--- src/hw/ssd_pkg.sv ---
// constants shared by the spi status and data path
package ssd_pkg;
	// register addresses on the sfr bus
	localparam logic [7:0] ADDR_STATUS = 8'hf4;
	localparam logic [7:0] ADDR_DATA   = 8'hf5;
	// status bit positions
	localparam int BIT_DONE = 7;
	localparam int BIT_WRITE_COLLISION_FLAG = 6;
	localparam int BIT_OVF  = 5;
	localparam int BIT_MODE_FAULT_FLAG = 4;
	localparam int BIT_DIS  = 3;
	localparam int BIT_TXF  = 2;
	// reset values
	localparam logic [7:0] RST_STATUS = 8'h00;
	localparam logic [7:0] RST_DATA   = 8'h00;
	// bits in one byte transfer
	localparam int BYTE_BITS = 8;
	// default system clocks per half serial clock in master mode
	localparam int SCK_HALF_DEF = 4;
	// transfer engine states
	typedef enum logic [2:0] {
		ST_IDLE  = 3'b001,
		ST_MXFER = 3'b010,
		ST_SXFER = 3'b100
	} ssd_state_t;
endpackage : ssd_pkg

--- src/hw/ssd_sync.sv ---
// two flop synchroniser for pin inputs
`timescale 1ns/1ps
module ssd_sync #(
	parameter int W = 1
) (
	input  wire logic         clock,
	input  wire logic         arst_n,
	input  wire logic [W-1:0] din,
	output logic      [W-1:0] dout
);
	logic [W-1:0] meta_r;  // first stage, read only by second stage
	logic [W-1:0] meta_nxt;
	logic [W-1:0] dout_nxt;

	// next values: plain shift through two stages
	always_comb begin
		meta_nxt = din;
		dout_nxt = meta_r;
	end

	// register both stages; pins idle high after reset
	always_ff @(posedge clock or negedge arst_n) begin
		if (!arst_n) begin
			meta_r <= '1;
			dout   <= '1;
		end else begin
			meta_r <= meta_nxt;
			dout   <= dout_nxt;
		end
	end
endmodule : ssd_sync

--- src/hw/ssd_core.sv ---
// spi status flags, data register and byte shift engine
`timescale 1ns/1ps
module ssd_core
	import ssd_pkg::*;
#(
	parameter int SCK_HALF = ssd_pkg::SCK_HALF_DEF
) (
	input  wire logic       clock,
	input  wire logic       arst_n,
	input  wire logic [7:0] sfr_addr,
	input  wire logic       sfr_wr,
	input  wire logic       sfr_rd,
	input  wire logic [7:0] sfr_wdata,
	output logic      [7:0] sfr_rdata,
	input  wire logic       master_select,
	input  wire logic       select_output_enable,
	input  wire logic       spi_irq_enable,
	input  wire logic       global_irq_enable,
	output logic            spi_irq,
	input  wire logic       sck_in,
	output logic            sck_out,
	output logic            sck_oe_n,
	input  wire logic       mosi_in,
	output logic            mosi_out,
	output logic            mosi_oe_n,
	input  wire logic       miso_in,
	output logic            miso_out,
	output logic            miso_oe_n,
	input  wire logic       ss_in_n,
	output logic            ss_out_n,
	output logic            ss_oe_n
);
	import ssd_pkg::*;

	localparam logic [7:0] HALF_LAST = 8'(SCK_HALF - 1);
	localparam logic [3:0] BIT_LAST  = 4'(BYTE_BITS - 1);

	// synchronised pins; sck enters inverted so it idles low from reset
	logic [3:0] pins_s;
	logic       sck_s;
	logic       mosi_s;
	logic       miso_s;
	logic       ss_s_n;

	ssd_sync #(.W(4)) u_sync (
		.clock  (clock),
		.arst_n (arst_n),
		.din    ({~sck_in, mosi_in, miso_in, ss_in_n}),
		.dout   (pins_s)
	);
	assign {sck_s, mosi_s, miso_s, ss_s_n} = pins_s ^ 4'b1000;

	ssd_state_t state_r, state_nxt;      // transfer engine state
	logic [7:0] shift_r, shift_nxt;      // transmit and receive shifter
	logic [7:0] rxbuf_r, rxbuf_nxt;      // receive read buffer
	logic [3:0] cnt_r, cnt_nxt;          // bits shifted this byte
	logic [7:0] half_r, half_nxt;        // master half period counter
	logic       bit_r, bit_nxt;          // sampled input bit
	logic       sckd_r, sckd_nxt;        // delayed sck for edge find
	logic       done_r, done_nxt;        // transfer_done_flag
	logic       write_collision_flag_r, write_collision_flag_nxt;        // write_collision_flag
	logic       ovf_r, ovf_nxt;          // rx_overrun_flag
	logic       mode_fault_flag_r, mode_fault_flag_nxt;        // mode_fault_flag
	logic       dis_r, dis_nxt;          // fault_detect_disable
	logic       txf_r, txf_nxt;          // tx_buffer_full
	logic [7:0] rdata_nxt;
	logic       irq_nxt;
	logic       sck_out_nxt, sck_oe_nxt, mosi_oe_nxt, miso_oe_nxt;
	logic       ss_out_nxt, ss_oe_nxt;

	// helper terms
	logic sck_rise, sck_fall, complete, busy, fault, wr_stat, wr_data;
	logic [7:0] status_byte, rx_byte;

	assign sck_rise = sck_s & ~sckd_r;
	assign sck_fall = ~sck_s & sckd_r;
	assign wr_stat  = sfr_wr && (sfr_addr == ADDR_STATUS);
	assign wr_data  = sfr_wr && (sfr_addr == ADDR_DATA);
	// a byte is in flight for the whole master transfer, or in slave once sck rose or bit 0 passed
	assign busy = (state_r == ST_MXFER) ||
		((state_r == ST_SXFER) && ((cnt_r != 4'h0) || sck_s));
	// select pin acts as fault input only in master with detect on
	assign fault = master_select && !dis_r && !ss_s_n;

	// status byte as software sees it, low two bits zero
	always_comb begin
		status_byte = 8'h00;
		status_byte[BIT_DONE] = done_r;
		status_byte[BIT_WRITE_COLLISION_FLAG] = write_collision_flag_r;
		status_byte[BIT_OVF]  = ovf_r;
		status_byte[BIT_MODE_FAULT_FLAG] = mode_fault_flag_r;
		status_byte[BIT_DIS]  = dis_r;
		status_byte[BIT_TXF]  = txf_r;
	end

	// next state of the whole engine, flags and sfr answer
	always_comb begin
		state_nxt = state_r;
		shift_nxt = shift_r;
		rxbuf_nxt = rxbuf_r;
		cnt_nxt   = cnt_r;
		half_nxt  = half_r;
		bit_nxt   = bit_r;
		sckd_nxt  = sck_s;
		complete  = 1'b0;
		rx_byte   = {shift_r[6:0], bit_r};
		sck_out_nxt = sck_out;

		// byte shifting; bit taken on the rising edge, shifted on falling
		case (state_r)
			ST_IDLE: begin
				// slave armed as soon as the master selects us
				if (!master_select && !ss_s_n) begin
					state_nxt = ST_SXFER;
					cnt_nxt   = 4'h0;
				end
			end
			ST_MXFER: begin
				if (half_r == HALF_LAST) begin
					half_nxt = 8'h00;
					if (!sck_out) begin
						sck_out_nxt = 1'b1;
						bit_nxt     = miso_s;
					end else begin
						sck_out_nxt = 1'b0;
						shift_nxt   = rx_byte;
						cnt_nxt     = cnt_r + 4'h1;
						if (cnt_r == BIT_LAST) begin
							complete  = 1'b1;
							cnt_nxt   = 4'h0;
							state_nxt = ST_IDLE;
						end
					end
				end else begin
					half_nxt = half_r + 8'h01;
				end
			end
			ST_SXFER: begin
				if (ss_s_n || master_select) begin
					// deselect drops any partial byte
					state_nxt = ST_IDLE;
					cnt_nxt   = 4'h0;
				end else if (sck_rise) begin
					bit_nxt = mosi_s;
				end else if (sck_fall) begin
					shift_nxt = rx_byte;
					cnt_nxt   = cnt_r + 4'h1;
					if (cnt_r == BIT_LAST) begin
						complete = 1'b1;
						cnt_nxt  = 4'h0;
					end
				end
			end
			default: begin
				state_nxt = ST_IDLE;
			end
		endcase

		// a mode fault stops the master at once and parks the clock
		if (fault && state_r == ST_MXFER) begin
			state_nxt   = ST_IDLE;
			sck_out_nxt = 1'b0;
			cnt_nxt     = 4'h0;
			half_nxt    = 8'h00;
		end

		// software clears by writing zero; a set in the same cycle wins
		done_nxt = done_r && !(wr_stat && !sfr_wdata[BIT_DONE]);
		write_collision_flag_nxt = write_collision_flag_r && !(wr_stat && !sfr_wdata[BIT_WRITE_COLLISION_FLAG]);
		ovf_nxt  = ovf_r && !(wr_stat && !sfr_wdata[BIT_OVF]);
		mode_fault_flag_nxt = mode_fault_flag_r && !(wr_stat && !sfr_wdata[BIT_MODE_FAULT_FLAG]);
		dis_nxt  = wr_stat ? sfr_wdata[BIT_DIS] : dis_r;
		txf_nxt  = txf_r;

		// end of byte: hand to read buffer unless previous unread
		if (complete) begin
			txf_nxt  = 1'b0;
			done_nxt = 1'b1;
			if (done_r) begin
				ovf_nxt = 1'b1;
			end else begin
				rxbuf_nxt = rx_byte;
			end
		end

		if (fault) begin
			mode_fault_flag_nxt = 1'b1;
		end

		// cpu write of the data byte
		if (wr_data) begin
			if (done_r) begin
				// dropped silently, shifter untouched
				shift_nxt = shift_nxt;
			end else if (busy) begin
				write_collision_flag_nxt = 1'b1;
			end else begin
				shift_nxt = sfr_wdata;
				txf_nxt   = 1'b1;
				if (master_select && !fault) begin
					state_nxt = ST_MXFER;
					cnt_nxt   = 4'h0;
					half_nxt  = 8'h00;
				end
			end
		end

		// read answer is held until the next read
		rdata_nxt = sfr_rdata;
		if (sfr_rd) begin
			if (sfr_addr == ADDR_STATUS) begin
				rdata_nxt = status_byte;
			end else if (sfr_addr == ADDR_DATA) begin
				rdata_nxt = rxbuf_r;
			end else begin
				rdata_nxt = 8'h00;
			end
		end

		irq_nxt = (done_r || ovf_r || mode_fault_flag_r) &&
			spi_irq_enable && global_irq_enable;

		// pin drivers; enables low while driving
		sck_oe_nxt  = !master_select;
		mosi_oe_nxt = !master_select;
		miso_oe_nxt = !(!master_select && state_r == ST_SXFER);
		// select pin only driven with detect off and output enable on
		ss_oe_nxt  = !(master_select && dis_r && select_output_enable);
		ss_out_nxt = !(state_nxt == ST_MXFER);
	end

	// register every piece of state and every output except mosi_out and miso_out
	always_ff @(posedge clock or negedge arst_n) begin
		if (!arst_n) begin
			state_r   <= ST_IDLE;
			shift_r   <= RST_DATA;
			rxbuf_r   <= RST_DATA;
			cnt_r     <= 4'h0;
			half_r    <= 8'h00;
			bit_r     <= 1'b0;
			sckd_r    <= 1'b0;
			done_r    <= RST_STATUS[BIT_DONE];
			write_collision_flag_r    <= RST_STATUS[BIT_WRITE_COLLISION_FLAG];
			ovf_r     <= RST_STATUS[BIT_OVF];
			mode_fault_flag_r    <= RST_STATUS[BIT_MODE_FAULT_FLAG];
			dis_r     <= RST_STATUS[BIT_DIS];
			txf_r     <= RST_STATUS[BIT_TXF];
			sfr_rdata <= 8'h00;
			spi_irq   <= 1'b0;
			sck_out   <= 1'b0;
			sck_oe_n  <= 1'b1;
			mosi_oe_n <= 1'b1;
			miso_oe_n <= 1'b1;
			ss_out_n  <= 1'b1;
			ss_oe_n   <= 1'b1;
		end else begin
			state_r   <= state_nxt;
			shift_r   <= shift_nxt;
			rxbuf_r   <= rxbuf_nxt;
			cnt_r     <= cnt_nxt;
			half_r    <= half_nxt;
			bit_r     <= bit_nxt;
			sckd_r    <= sckd_nxt;
			done_r    <= done_nxt;
			write_collision_flag_r    <= write_collision_flag_nxt;
			ovf_r     <= ovf_nxt;
			mode_fault_flag_r    <= mode_fault_flag_nxt;
			dis_r     <= dis_nxt;
			txf_r     <= txf_nxt;
			sfr_rdata <= rdata_nxt;
			spi_irq   <= irq_nxt;
			sck_out   <= sck_out_nxt;
			sck_oe_n  <= sck_oe_nxt;
			mosi_oe_n <= mosi_oe_nxt;
			miso_oe_n <= miso_oe_nxt;
			ss_out_n  <= ss_out_nxt;
			ss_oe_n   <= ss_oe_nxt;
		end
	end

	// serial data out is the shifter msb in either role
	assign mosi_out = shift_r[7];
	assign miso_out = shift_r[7];
endmodule : ssd_core

--- config.mk ---
export PLATFORM = sky130hd
export DESIGN_NAME = ssd_core
export DESIGN_NICKNAME = d
export VERILOG_FILES = /design/src/hw/ssd_pkg.sv /design/src/hw/ssd_sync.sv /design/src/hw/ssd_core.sv
export SDC_FILE = /design/constraint.sdc
export NUM_CORES = 1
export LEC_CHECK = 0
export BUFFER_PORTS_ARGS = -buffer_cell sky130_fd_sc_hd__buf_2
export CAP_MARGIN = 25
export CORE_ASPECT_RATIO = 2
export CORE_MARGIN = 5
export CORE_UTILIZATION = 47
export DETAILED_ROUTE_END_ITERATION = 16
export GPL_ROUTABILITY_DRIVEN = 0
export PLACE_DENSITY = 0.69
export SLEW_MARGIN = 5
export SYNTH_ARGS = -nofsm -noshare
export SYNTH_HDL_FRONTEND = slang
export SYNTH_SLANG_ARGS = --single-unit
--- constraint.sdc ---
create_clock -name clock -period 2.7 [get_ports clock]
set_input_delay 0.54 -clock clock [delete_from_list [all_inputs] [get_ports clock]]
set_output_delay 0.54 -clock clock [all_outputs]
set_load 0.005 [all_outputs]
==> results.md, run 1 <==
* Status: completed
* Worst Path Arrival at roughly 2.5 ns
* Worst path cell trace: ha_1 -> nor3b_1 -> nand4_2 -> o21ai_4 -> nor3b_4 -> mux2_2
* DRT Pass-1 Iters at 4
* Final Hold Fails at 0
* Synth cell types at 43
* Minimum clock period at roughly 2.3 ns
* Fillers at between 500 and 600
* Top post-synthesis cells by area: dfrtp_1 (44%), dfstp_2 (13%), nor2_1 (4.0%), mux2_2 (3.7%), a21oi_1 (3.5%)
* Initial antenna violation count at 0
* RSZ-0062 raised after global routing: no
* Cts hold-fix bufs at 0
* Final ANT Viol Nets at 0
* Core area at roughly 5700 um^2
* # IOs at 45
* Ys Warns at 0
* Synth Register Bits at roughly 60
* Final core utilization at between 50% and 60%
* P_leak at ~0.0015 uW
* Cell area after synthesis at roughly 2700 um^2
* Pwr dens at 649.7 nW/um^2
* Top post-synthesis cells by count: dfrtp_1 (48), nor2_1 (29), a21oi_1 (19)
* Vias in the first global route at between 2000 and 2500
* CTS tree: yes
* Clock Sinks at between 60 and 70
* Total CTS buffers at 9
* Slew headroom at 56.89%
* P&R area growth vs syn at 21.55%
* Total wire length at about 6.2 mm
* Slew at the pin closest to its max-slew limit at 0.6467 ns
* Die Y at roughly 120 um
* Skew final at 0.004590 ns
* Largest family of logic cells by synthesized area: simple AND/OR/NAND/NOR gates
* Slowest CP cell: nor3b_4
* Resized cells post-CTS at 0
* Mux cell area share after synthesis at 7.077%
* Ys flop type: dfrtp_1
* Number of H-tree levels at 3
* First-pass GRT wire length at 10.29 mm
* Clock transition at path regs at 0.05 ns
* WHS at ~0.24 ns
* Worst-case clock buffer depth at 2
* EDFF count, synth at 0
* Die W at around 64 um
* Post-CTS Setup Inserts at 0
* Post-Synth XOR/XNOR Area at roughly 2.3%
* Crit Path Max Fanout at 8
* GRT overflow at 0
* Setup TNS at 0 ns
* Fin cells at between 300 and 400
* Gr usage total at a little under a fifth
* Starting density of the core at between 40 and 50%
* Multi-input logic area at around 1100 um^2
* Setup slack after layout at 0.4432 ns
* Adder-cell area share of the yosys netlist at 1.388%
* Post-Syn Nets at between 200 and 300
* Die area at ~7500 um^2
* Post-synth top area share at between 40% and 50%
* FF+latch area at about 1500 um^2
* Ys async rst share at between 90% and 100%
* Wire length per cell at approximately 17 um
* Setup CP Type: reg -> reg
* Root Buffer: clkbuf_16
* DRT iter0 DRCs at between 50 and 60
* Std cell rows at 39
* Layout cells sized above 1 at between 30% and 40%
* Residual DRC at 0
* Fin nets at around 330
* Finish-stage setup viols at 0
* Worst-skew pair later-pin latency at 0.33 ns
* Area leader, netlist: dfrtp_1
* Post-synthesis compound-gate area fraction at roughly 13%
* Number of port buffers at 44
* Antenna Cells at 0
* Max-cap violations at 0
* Vias per cell at between 5 and 6
* Routed via count at roughly 2100
* Max Clk Rate at between 0.4 and 0.5 GHz
* Count leader, synth: dfrtp_1
* Final Max Slew Viols at 0
* Post-Place Setup Slack at 0.4270 ns
* Synth Area in Simple Gates at roughly 16%
* Placed insts at about 350
* Placed wire-length estimate at approximately 4.6 mm
* Cells after Synth at 247
* Post-Syn Area per Cell at approximately 11 um^2
* Hold WC Path Type: in -> async
* WP data required at about 2.9 ns
* Sequential element share of the synthesized area at 57.03%
* Crit. End Element: register
* Fin crit share at between 80% and 90%
* Max stage delay on crit path at approximately 0.46 ns
* Worst vdd ir at 0.7314 mV
* Startpoint types: register
* Largest net degree at the start of global routing at 29
stage by stage:
stage                     power, uW  cell area, um^2
after global placement         1115             3015
after detailed placement       1119             3015
after CTS                      2161             3288
after floorplan                1047             2705
after global routing           2224             3288
final                          2136             3288
area by class of cell:
| type | instances | share of cell area, % |
|---|---|---|
| clock buffers | 15 | 8.143 |
| clock inverters | 1 | 0.1522 |
| inverters | 11 | 1.256 |
| multi-input cells | 167 | 32.91 |
| flip-flops and latches | 61 | 46.92 |
| well taps | 61 | 2.321 |
| repair buffers | 51 | 8.295 |
per-layer routing:
metal  up-vias  global-route usage (%)  share of wire [%]
met5         -                       0                  0
met4         0                   12.62                4.9
met3        25                   5.158                4.3
met2        64                   32.84                 55
met1      1013                   17.51                 36
li1        981                       -                  -
path summary, 6_finish.rpt:
check | startpoint | depth (start not counted) | endpoint | slack (ns)
worst min-delay path | arst_n | 1 | state_r[2] | 0.24
worst max-delay path | half_r[0] | 6 | rxbuf_r[2] | 0.44
worst min register to register | u_sync.dout_nxt[0] | 0 | u_sync.dout[0] | 0.35
min in group clock | ss_in_n | 1 | u_sync.dout_nxt[0] | 0.31
worst max register to register | half_r[0] | 6 | rxbuf_r[2] | 0.44
max in group asynchronous | arst_n | 2 | u_sync.dout_nxt[0] | 1.72
state kept, by name, summed over array words and instances, names as in the netlist:
| signal | flops |
|---|---|
| half_r | 8 |
| rxbuf_r | 8 |
| sfr_rdata | 8 |
| shift_r | 8 |
| cnt_r | 4 |
| u_sync.dout | 4 |
| u_sync.dout_nxt | 4 |
| state_r | 3 |
| bit_r | 1 |
| dis_r | 1 |
| done_r | 1 |
| miso_oe_n | 1 |
| mode_fault_flag_r | 1 |
| mosi_oe_n | 1 |
| ovf_r | 1 |
| sck_out | 1 |
| sckd_r | 1 |
| spi_irq | 1 |
| ss_oe_n | 1 |
| ss_out_n | 1 |
| txf_r | 1 |
| write_collision_flag_r | 1 |
where the power goes:
part,switching [uW],internal [uW],total (uW)
logic,66.8,52.7,119
registers,28.7,957,985
clock network,363,668,1030
worst max-delay path: cells and delay by family, from the launching register on:
family / cells / cell delay (ns)
AND/OR/NAND/NOR: 3 / 1.02
multiplexers: 1 / 0.40
flip-flops: 1 / 0.39
adder cells (fa/ha/maj): 1 / 0.22
AO/OA/AOI/OAI: 1 / 0.10
cells in the final DEF, fill, tap and decap left out, drive strengths merged, types with 4 or more instances in the layout:
master	instances
buf	51
nor3	5
nor3b	4
a22oi	8
nand3	8
o21ai	15
nand4	5
nand2	18
mux2i	9
mux2	9
xor2	7
dfstp	13
a21oi	19
inv	11
dfrtp	48
nor2	29
clkbuf	15
cells by family (layout without fill, tap and decap cells):
family	after synthesis	count (layout)
adder cells (fa/ha/maj)	3	3
flip-flops	61	61
XOR/XNOR	7	7
AO/OA/AOI/OAI	55	55
AND/OR/NAND/NOR	84	84
multiplexers	18	18
buffers and inverters	19	78
Power figures use the tool's default switching activity.
==> run 2, diff against run 1 <==
Settings changed: ABC_AREA set to 1, PLACE_DENSITY 0.69 to 0.68.
Clock period 2.7 ns to 2.3 ns, I/O delays scaled along.
==> run 2 against run 1 <==
Compared with the run above:
- non-clock buffer count is the same
- first-iteration DRC count grew 110%
- sequential cell count is the same
- critical path type unchanged
- largest cell class is now multi-input combinational cells
==> results.md, run 2 <==
* Total CTS buffers at 9 (unchanged)
* Count leader, synth: nand2_1
* Std cell rows at 44 (+13%)
* Vias per cell at 5.229 (-7.9%)
* WP data required at 2.57 ns (-0.34 ns)
* Multi-input logic area at 1553 um^2 (+43%)
* Number of H-tree levels at 3 (unchanged)
* Post-synthesis compound-gate area fraction at 8.527% (-4.3 points)
* Final ANT Viol Nets at 0 (unchanged)
* Synth Register Bits at 61 (unchanged)
* Finish-stage setup viols at 0 (unchanged)
* Fin nets at 542 (+63%)
* Crit Path Max Fanout at 13 (+5)
* Final Hold Fails at 0 (unchanged)
* Cell mode on critical path: nand2_1
* Max stage delay on crit path at 0.41 ns (-0.05 ns)
* Ys Warns at 0 (unchanged)
* Hold WC Path Type: in -> async
* Post-Synth XOR/XNOR Area at 1.270% (-1.0 points)
* CP bufs+invs at 2 (+2)
* Commonest cells after routing, fill and taps aside: nand2_1 (128), inv_1 (63), nand3_1 (58), dfrtp_1 (48)
* Cells after Synth at 465 (+88%)
* DRT iter0 DRCs at 123 (+110%)
* Design Area, Final at 4059 um^2 (+23%)
* Largest family of logic cells by synthesized area: simple AND/OR/NAND/NOR gates
* GRT overflow at 0 (unchanged)
* Routing usage on met1 at 21.32% (+3.8 points)
* Reg2reg end: cnt_r[0]
* Gr usage total at 21.81% (+3.6 points)
* Skew final at 0.004639 ns (+0.00004909 ns)
* Ys flop type: dfrtp_1
* Pwr dens at 698.9 nW/um^2 (+7.6%)
* Worst r2r src: state_r[1]
* Adder-cell area share of the yosys netlist at 1.089% (-0.30 points)
* P_leak at 0.002294 uW (+51%)
* Die area at 9254 um^2 (+24%)
* P&R area growth vs syn at 17.71%
* FF+latch area at 1543 um^2 (unchanged)
* M2 GR Usage at 40.14% (+7.3 points)
* Cell area after synthesis at 3448 um^2 (+27%)
* Worst Path Arrival at 2.30 ns (-0.17 ns)
* Reg-to-reg slack, setup at 0.28 ns (-0.17 ns)
* Worst setup endpoint: cnt_r[0]
* Cts hold-fix bufs at 0 (unchanged)
* CTS tree: yes
* Wire length per cell at 15.17 um (-10%)
* Startpoint types: register
* Worst path cell trace: nor2_1 -> nand2_1 -> inv_1 -> nand2_1 -> nor2_1 -> nand3_1 -> nand3_1 -> nand2_1 -> inv_1
* Starting density of the core at 47.81% (about the same)
* Post-Syn Nets at 496 (+78%)
* Setup TNS at 0 ns (unchanged)
* Total wire length at 9.224 mm (+49%)
* Fin crit share at 87.99% (+4.4 points)
* Core area at 7212 um^2 (+27%)
* RSZ-0062 raised after global routing: no
* Fillers at 678 (+35%)
* First-pass GRT wire length at 15.93 mm (+55%)
* Top post-synthesis cells by count: nand2_1 (128), inv_1 (63), nand3_1 (58)
* Sequential element share of the synthesized area at 44.74% (-12 points)
* Slowest CP cell: inv_1
* Synth Area in Simple Gates at 34.14% (+18 points)
* Ys async rst share at 100.0% (unchanged)
* EDFF count, synth at 0 (unchanged)
* R2R cell count at 9 (+3)
* Final Max Slew Viols at 0 (unchanged)
* Max-cap violations at 0 (unchanged)
* Synth cell types at 34 (-21%)
* Mux cell area share after synthesis at 0% (-7.1 points)
* Die Y at 131.1 um (+12%)
* Antenna Cells at 0 (unchanged)
* Residual DRC at 0 (unchanged)
* Largest delay share family, worst path: simple AND/OR/NAND/NOR gates
* Slew headroom at 65.49% (+8.6 points)
* Worst-skew pair later-pin latency at 0.33 ns (about the same)
* Met3 usage at 4.893% (-0.26 points)
* Die W at 70.57 um (+11%)
* Post-Syn Area per Cell at 7.416 um^2 (-32%)
* Placed cell area at 3732 um^2 (+24%)
* Root Buffer: clkbuf_16
* Post-CTS Setup Inserts at 0 (unchanged)
* Initial antenna violation count at 0 (unchanged)
* Clock Sinks at 61 (unchanged)
* Vias in the first global route at 3392 (+50%)
* Crit. End Element: register
* Post-synth top area share at 34.83% (-9.6 points)
* # IOs at 45 (unchanged)
* Most common cell after layout, fill and taps aside: nand2_1
* Resized cells post-CTS at 0 (unchanged)
* Placed wire-length estimate at 6.952 mm (+50%)
* Setup CP Type: reg -> reg
* Status: completed
* Layout cells sized above 1 at 20.54% (-9.8 points)
* Number of port buffers at 44 (unchanged)
* Worst vdd ir at 0.3539 mV (-52%)
* Area leader, netlist: dfrtp_1
* Slew at the pin closest to its max-slew limit at 0.5176 ns (-0.1291 ns)
* Max Clk Rate at 0.4941 GHz (+12%)
* Minimum clock period at 2.024 ns (-0.2329 ns)
* Crit. Startpoint: state_r[1]
* GRT busiest layer: met2
* Largest net degree at the start of global routing at 24 (-17%)
* Critical Path Stages at 9 (+3)
* Routed via count at 3179 (+53%)
* Clock transition at path regs at 0.05 ns (about the same)
* DRT Pass-1 Iters at 5 (+1)
* Worst-case clock buffer depth at 2 (unchanged)
* Top post-synthesis cells by area: dfrtp_1 (35%), nand2_1 (14%), dfstp_2 (9.9%), nand3_1 (8.4%), inv_1 (6.9%)
-- run 2: cell types whose count changed after synthesis, moves of 7 or more --
cell | before | now
o21ai_0 | 13 | 23
a22oi_1 | 8 | 0
or2_1 | 0 | 7
mux2_2 | 9 | 0
mux2i_1 | 9 | 0
nand3_1 | 8 | 58
nor2_1 | 29 | 44
a21oi_1 | 19 | 11
nand2_1 | 18 | 128
o21ai_2 | 1 | 8
inv_1 | 11 | 63
-- run 2: stage by stage --
step	instances	total power [uW]	util, %	setup WS [ns]	hold WS (ns)
floorplan	465	1275	-	0.8205	0.1644
global placement	592	1373	51.75	0.3596	0.3457
detailed placement	592	1378	51.75	0.3330	0.3488
CTS	608	2857	56.28	0.2579	0.1057
global route	608	2947	56.28	0.1004	0.1402
finish	608	2837	56.28	0.2762	0.1002
-- run 2: layer usage --
| layer | routed length, um | vias to the layer above |
|---|---|---|
| met5 | 0 | - |
| met4 | 395 | 0 |
| met2 | 5290 | 98 |
| met1 | 3149 | 1492 |
| met3 | 389 | 36 |
| li1 | - | 1553 |
-- run 2: kinds of logic (layout without fill, tap and decap cells) --
| logic type | count (synthesis) | in the layout |
|---|---|---|
| buffers and inverters | 82 | 133 |
| adders and majority gates | 3 | 3 |
| DFF | 61 | 61 |
| and+or+nand+nor | 264 | 264 |
| xor gates and xnor gates | 5 | 5 |
| AOI/OAI and AO/OA | 50 | 50 |
-- run 2: final cells by class --
cell class              count  share of cell area [%]
multi-input cells         322                   38.26
flip-flops and latches     61                   38.01
clock inverters             4                   1.726
clock buffers              12                   6.319
repair buffers             51                   6.720
well taps                  92                   2.836
inverters                  66                   6.134
-- run 2: power breakdown --
part	internal [uW]	switching, uW
Sequential	1120	28.7
Combinational	70.9	141
Clock	1000	471
Total	2200	640
-- run 2: worst min-delay path by stage --
stage / from / end / slack (ns)
after floorplan: arst_n / bit_r / 0.16
after global placement: u_sync.dout_nxt[2] / u_sync.dout[2] / 0.35
after detailed placement: u_sync.dout_nxt[2] / u_sync.dout[2] / 0.35
after CTS: arst_n / write_collision_flag_r / 0.11
after global routing: arst_n / write_collision_flag_r / 0.14
final: arst_n / write_collision_flag_r / 0.10
==> run 3, diff against run 2 <==
Settings changed: CORE_MARGIN 5 to 10, PLACE_DENSITY 0.68 to 0.72, RECOVER_POWER set to 100.
==> run 3 against run 2 <==
Compared with the run above:
- sequential cell count is the same
- routed wire length shrank 2.2%
- global-route usage shrank 5.1 points
- utilization shrank 1.2 points
- final cell count shrank 0.16%
- design area shrank 2.1%
- die area grew 23%
- first-iteration DRC count grew 140%
- critical path depth is the same
- sequential share of layout area grew 0.83 points
- critical endpoint is now cnt_r[3]
- largest power group unchanged
- highest routed layer unchanged
==> results.md, run 3 (synthesis results as in run 2) <==
* Antenna Cells at 0 (unchanged)
* CTS tree: yes
* Final ANT Viol Nets at 0 (unchanged)
* Total CTS buffers at 9 (unchanged)
* Clock transition at path regs at 0.05 ns (about the same)
* Fin nets at 541 (-0.18%)
* Post-CTS Setup Inserts at 0 (unchanged)
* Die area at 11370 um^2 (+23%)
* Std cell rows at 44 (unchanged)
* Starting density of the core at 47.81% (unchanged)
* Layout cells sized above 1 at 15.73% (-4.8 points)
* Worst Hold Launch: mosi_in
* Commonest cells after routing, fill and taps aside: nand2_1 (130), inv_1 (63), nand3_1 (58), dfrtp_1 (48), nor2_1 (45)
* Crit. End Element: register
* Slowest CP cell: inv_1
* Startpoint types: register
* Residual DRC at 0 (unchanged)
* GRT overflow at 0 (unchanged)
* Final core utilization at 55.08% (-1.2 points)
* Slew headroom at 16.06% (-49 points)
* Worst-skew pair later-pin latency at 0.33 ns (about the same)
* Finish-stage setup viols at 0 (unchanged)
* Vias per cell at 5.257 (+0.54%)
* R2R cell count at 9 (unchanged)
* Max-cap violations at 0 (unchanged)
* Max stage delay on crit path at 0.43 ns (+0.02 ns)
* Worst vdd ir at 0.3738 mV (+5.6%)
* Cell mode on critical path: nand2_1
* Minimum clock period at 2.067 ns (+0.04271 ns)
* Fin cells at 607 (-0.16%)
* P&R area growth vs syn at 15.20%
* Largest net degree at the start of global routing at 41 (+71%)
* Worst path cell trace: nor2_1 -> nand2_1 -> inv_1 -> nand2_1 -> nor2_1 -> nand3_1 -> nand3_1 -> nand2_1 -> inv_1
* Worst Hold Depth at 1
* # IOs at 45 (unchanged)
* Hold Crit Endpoint: u_sync.dout_nxt[2]
* Total wire length at 9.020 mm (-2.2%)
* Root Buffer: clkbuf_16
* Routed via count at 3191 (+0.38%)
* Setup CP Type: reg -> reg
* Hold WC Path Type: in -> reg
* Worst-case clock buffer depth at 2 (unchanged)
* Clock Sinks at 61 (unchanged)
* Cts hold-fix bufs at 0 (unchanged)
* Die Y at 141.1 um (+7.6%)
* Crit Path Max Fanout at 13 (unchanged)
* WP data required at 2.57 ns (about the same)
* Placed insts at 591 (-0.17%)
* Number of H-tree levels at 3 (unchanged)
* Final Hold Fails at 0 (unchanged)
* Reg-to-reg slack, setup at 0.23 ns (-0.04 ns)
* Worst r2r src: state_r[1]
* Status: completed
* Worst Path Arrival at 2.34 ns (+0.04 ns)
* Number of port buffers at 44 (unchanged)
* Skew final at 0.003338 ns (-0.001301 ns)
* DRT iter0 DRCs at 292 (+140%)
* Resized cells post-CTS at 0 (unchanged)
* Wire length per cell at 14.86 um (-2.1%)
* Vias in the first global route at 3197 (-5.7%)
* DRT Pass-1 Iters at 5 (unchanged)
* Initial antenna violation count at 0 (unchanged)
* Reg2reg end: cnt_r[3]
* RSZ-0062 raised after global routing: no
* WHS at 0.2279 ns (+0.1277 ns)
* First-pass GRT wire length at 14.79 mm (-7.2%)
* Core area at 7212 um^2 (unchanged)
* Most common cell after layout, fill and taps aside: nand2_1
* P_leak at 0.002230 uW (-2.8%)
* Die W at 80.57 um (+14%)
* Placed wire-length estimate at 6.883 mm (-0.99%)
* Setup TNS at 0 ns (unchanged)
* Max Clk Rate at 0.4839 GHz (-2.1%)
* Pwr dens at 672.6 nW/um^2 (-3.8%)
* Slew at the pin closest to its max-slew limit at 1.259 ns (+0.7415 ns)
* Fin crit share at 89.85% (+1.9 points)
* Final Max Slew Viols at 0 (unchanged)
* Gr usage total at 16.70% (-5.1 points)
-- run 3: cell count changes in the layout (fill, tap and decap cells not counted), moves of 2 or more --
cell      previous run  this run
o21ai_0             23        30
nand2_1            128       130
clkbuf_1             1        13
nand2_2              4         2
buf_2               44        34
buf_4                7         3
o21ai_2              8         1
-- run 3: metrics by stage --
stage	power, uW	cell area [um^2]	worst slack (ns)
4_1_cts	2713	4031	0.2465
2_1_floorplan	1275	3448	0.8205
5_1_grt	2780	3973	0.02682
6_report	2672	3973	0.2334
3_5_place_dp	1382	3737	0.2644
3_3_place_gp	1376	3737	0.3582
-- run 3: cell type report --
type	count	area (um^2)
inverters	66	249.0
clock buffers	12	246.5
clock inverters	4	47.55
flip-flops and latches	61	1543
fillers	712	3239
well taps	92	115.1
multi-input cells	322	1514
repair buffers	50	257.7
-- run 3: worst max-delay path: cells and delay by family, from the launching register on --
family	cells	cell delay [ns]
buf+inv	2	0.49
flops	1	0.41
simple gates	7	1.11
-- run 3: how the worst max path moves through the flow --
stage	startpoint	to	slack, ns
after floorplan	cnt_r[0]	shift_r[5]	0.82
final	state_r[1]	cnt_r[3]	0.23
after detailed placement	state_r[1]	cnt_r[3]	0.26
after global placement	state_r[1]	cnt_r[0]	0.36
after global routing	state_r[1]	cnt_r[0]	0.03
after CTS	state_r[1]	cnt_r[3]	0.25
-- run 3: power breakdown --
group          total (uW)  switching, uW  internal [uW]
clock                1310            450            863
combinational         212            142           70.1
sequential           1150           24.8           1120
-- run 3: layer usage --
metal | wire (um) | vias up | track usage [%]
li1 | - | 1555 | -
met1 | 3062 | 1467 | 15.73
met2 | 4799 | 131 | 28.75
met3 | 634 | 38 | 4.395
met4 | 523 | 0 | 13.53
met5 | 0 | - | 0
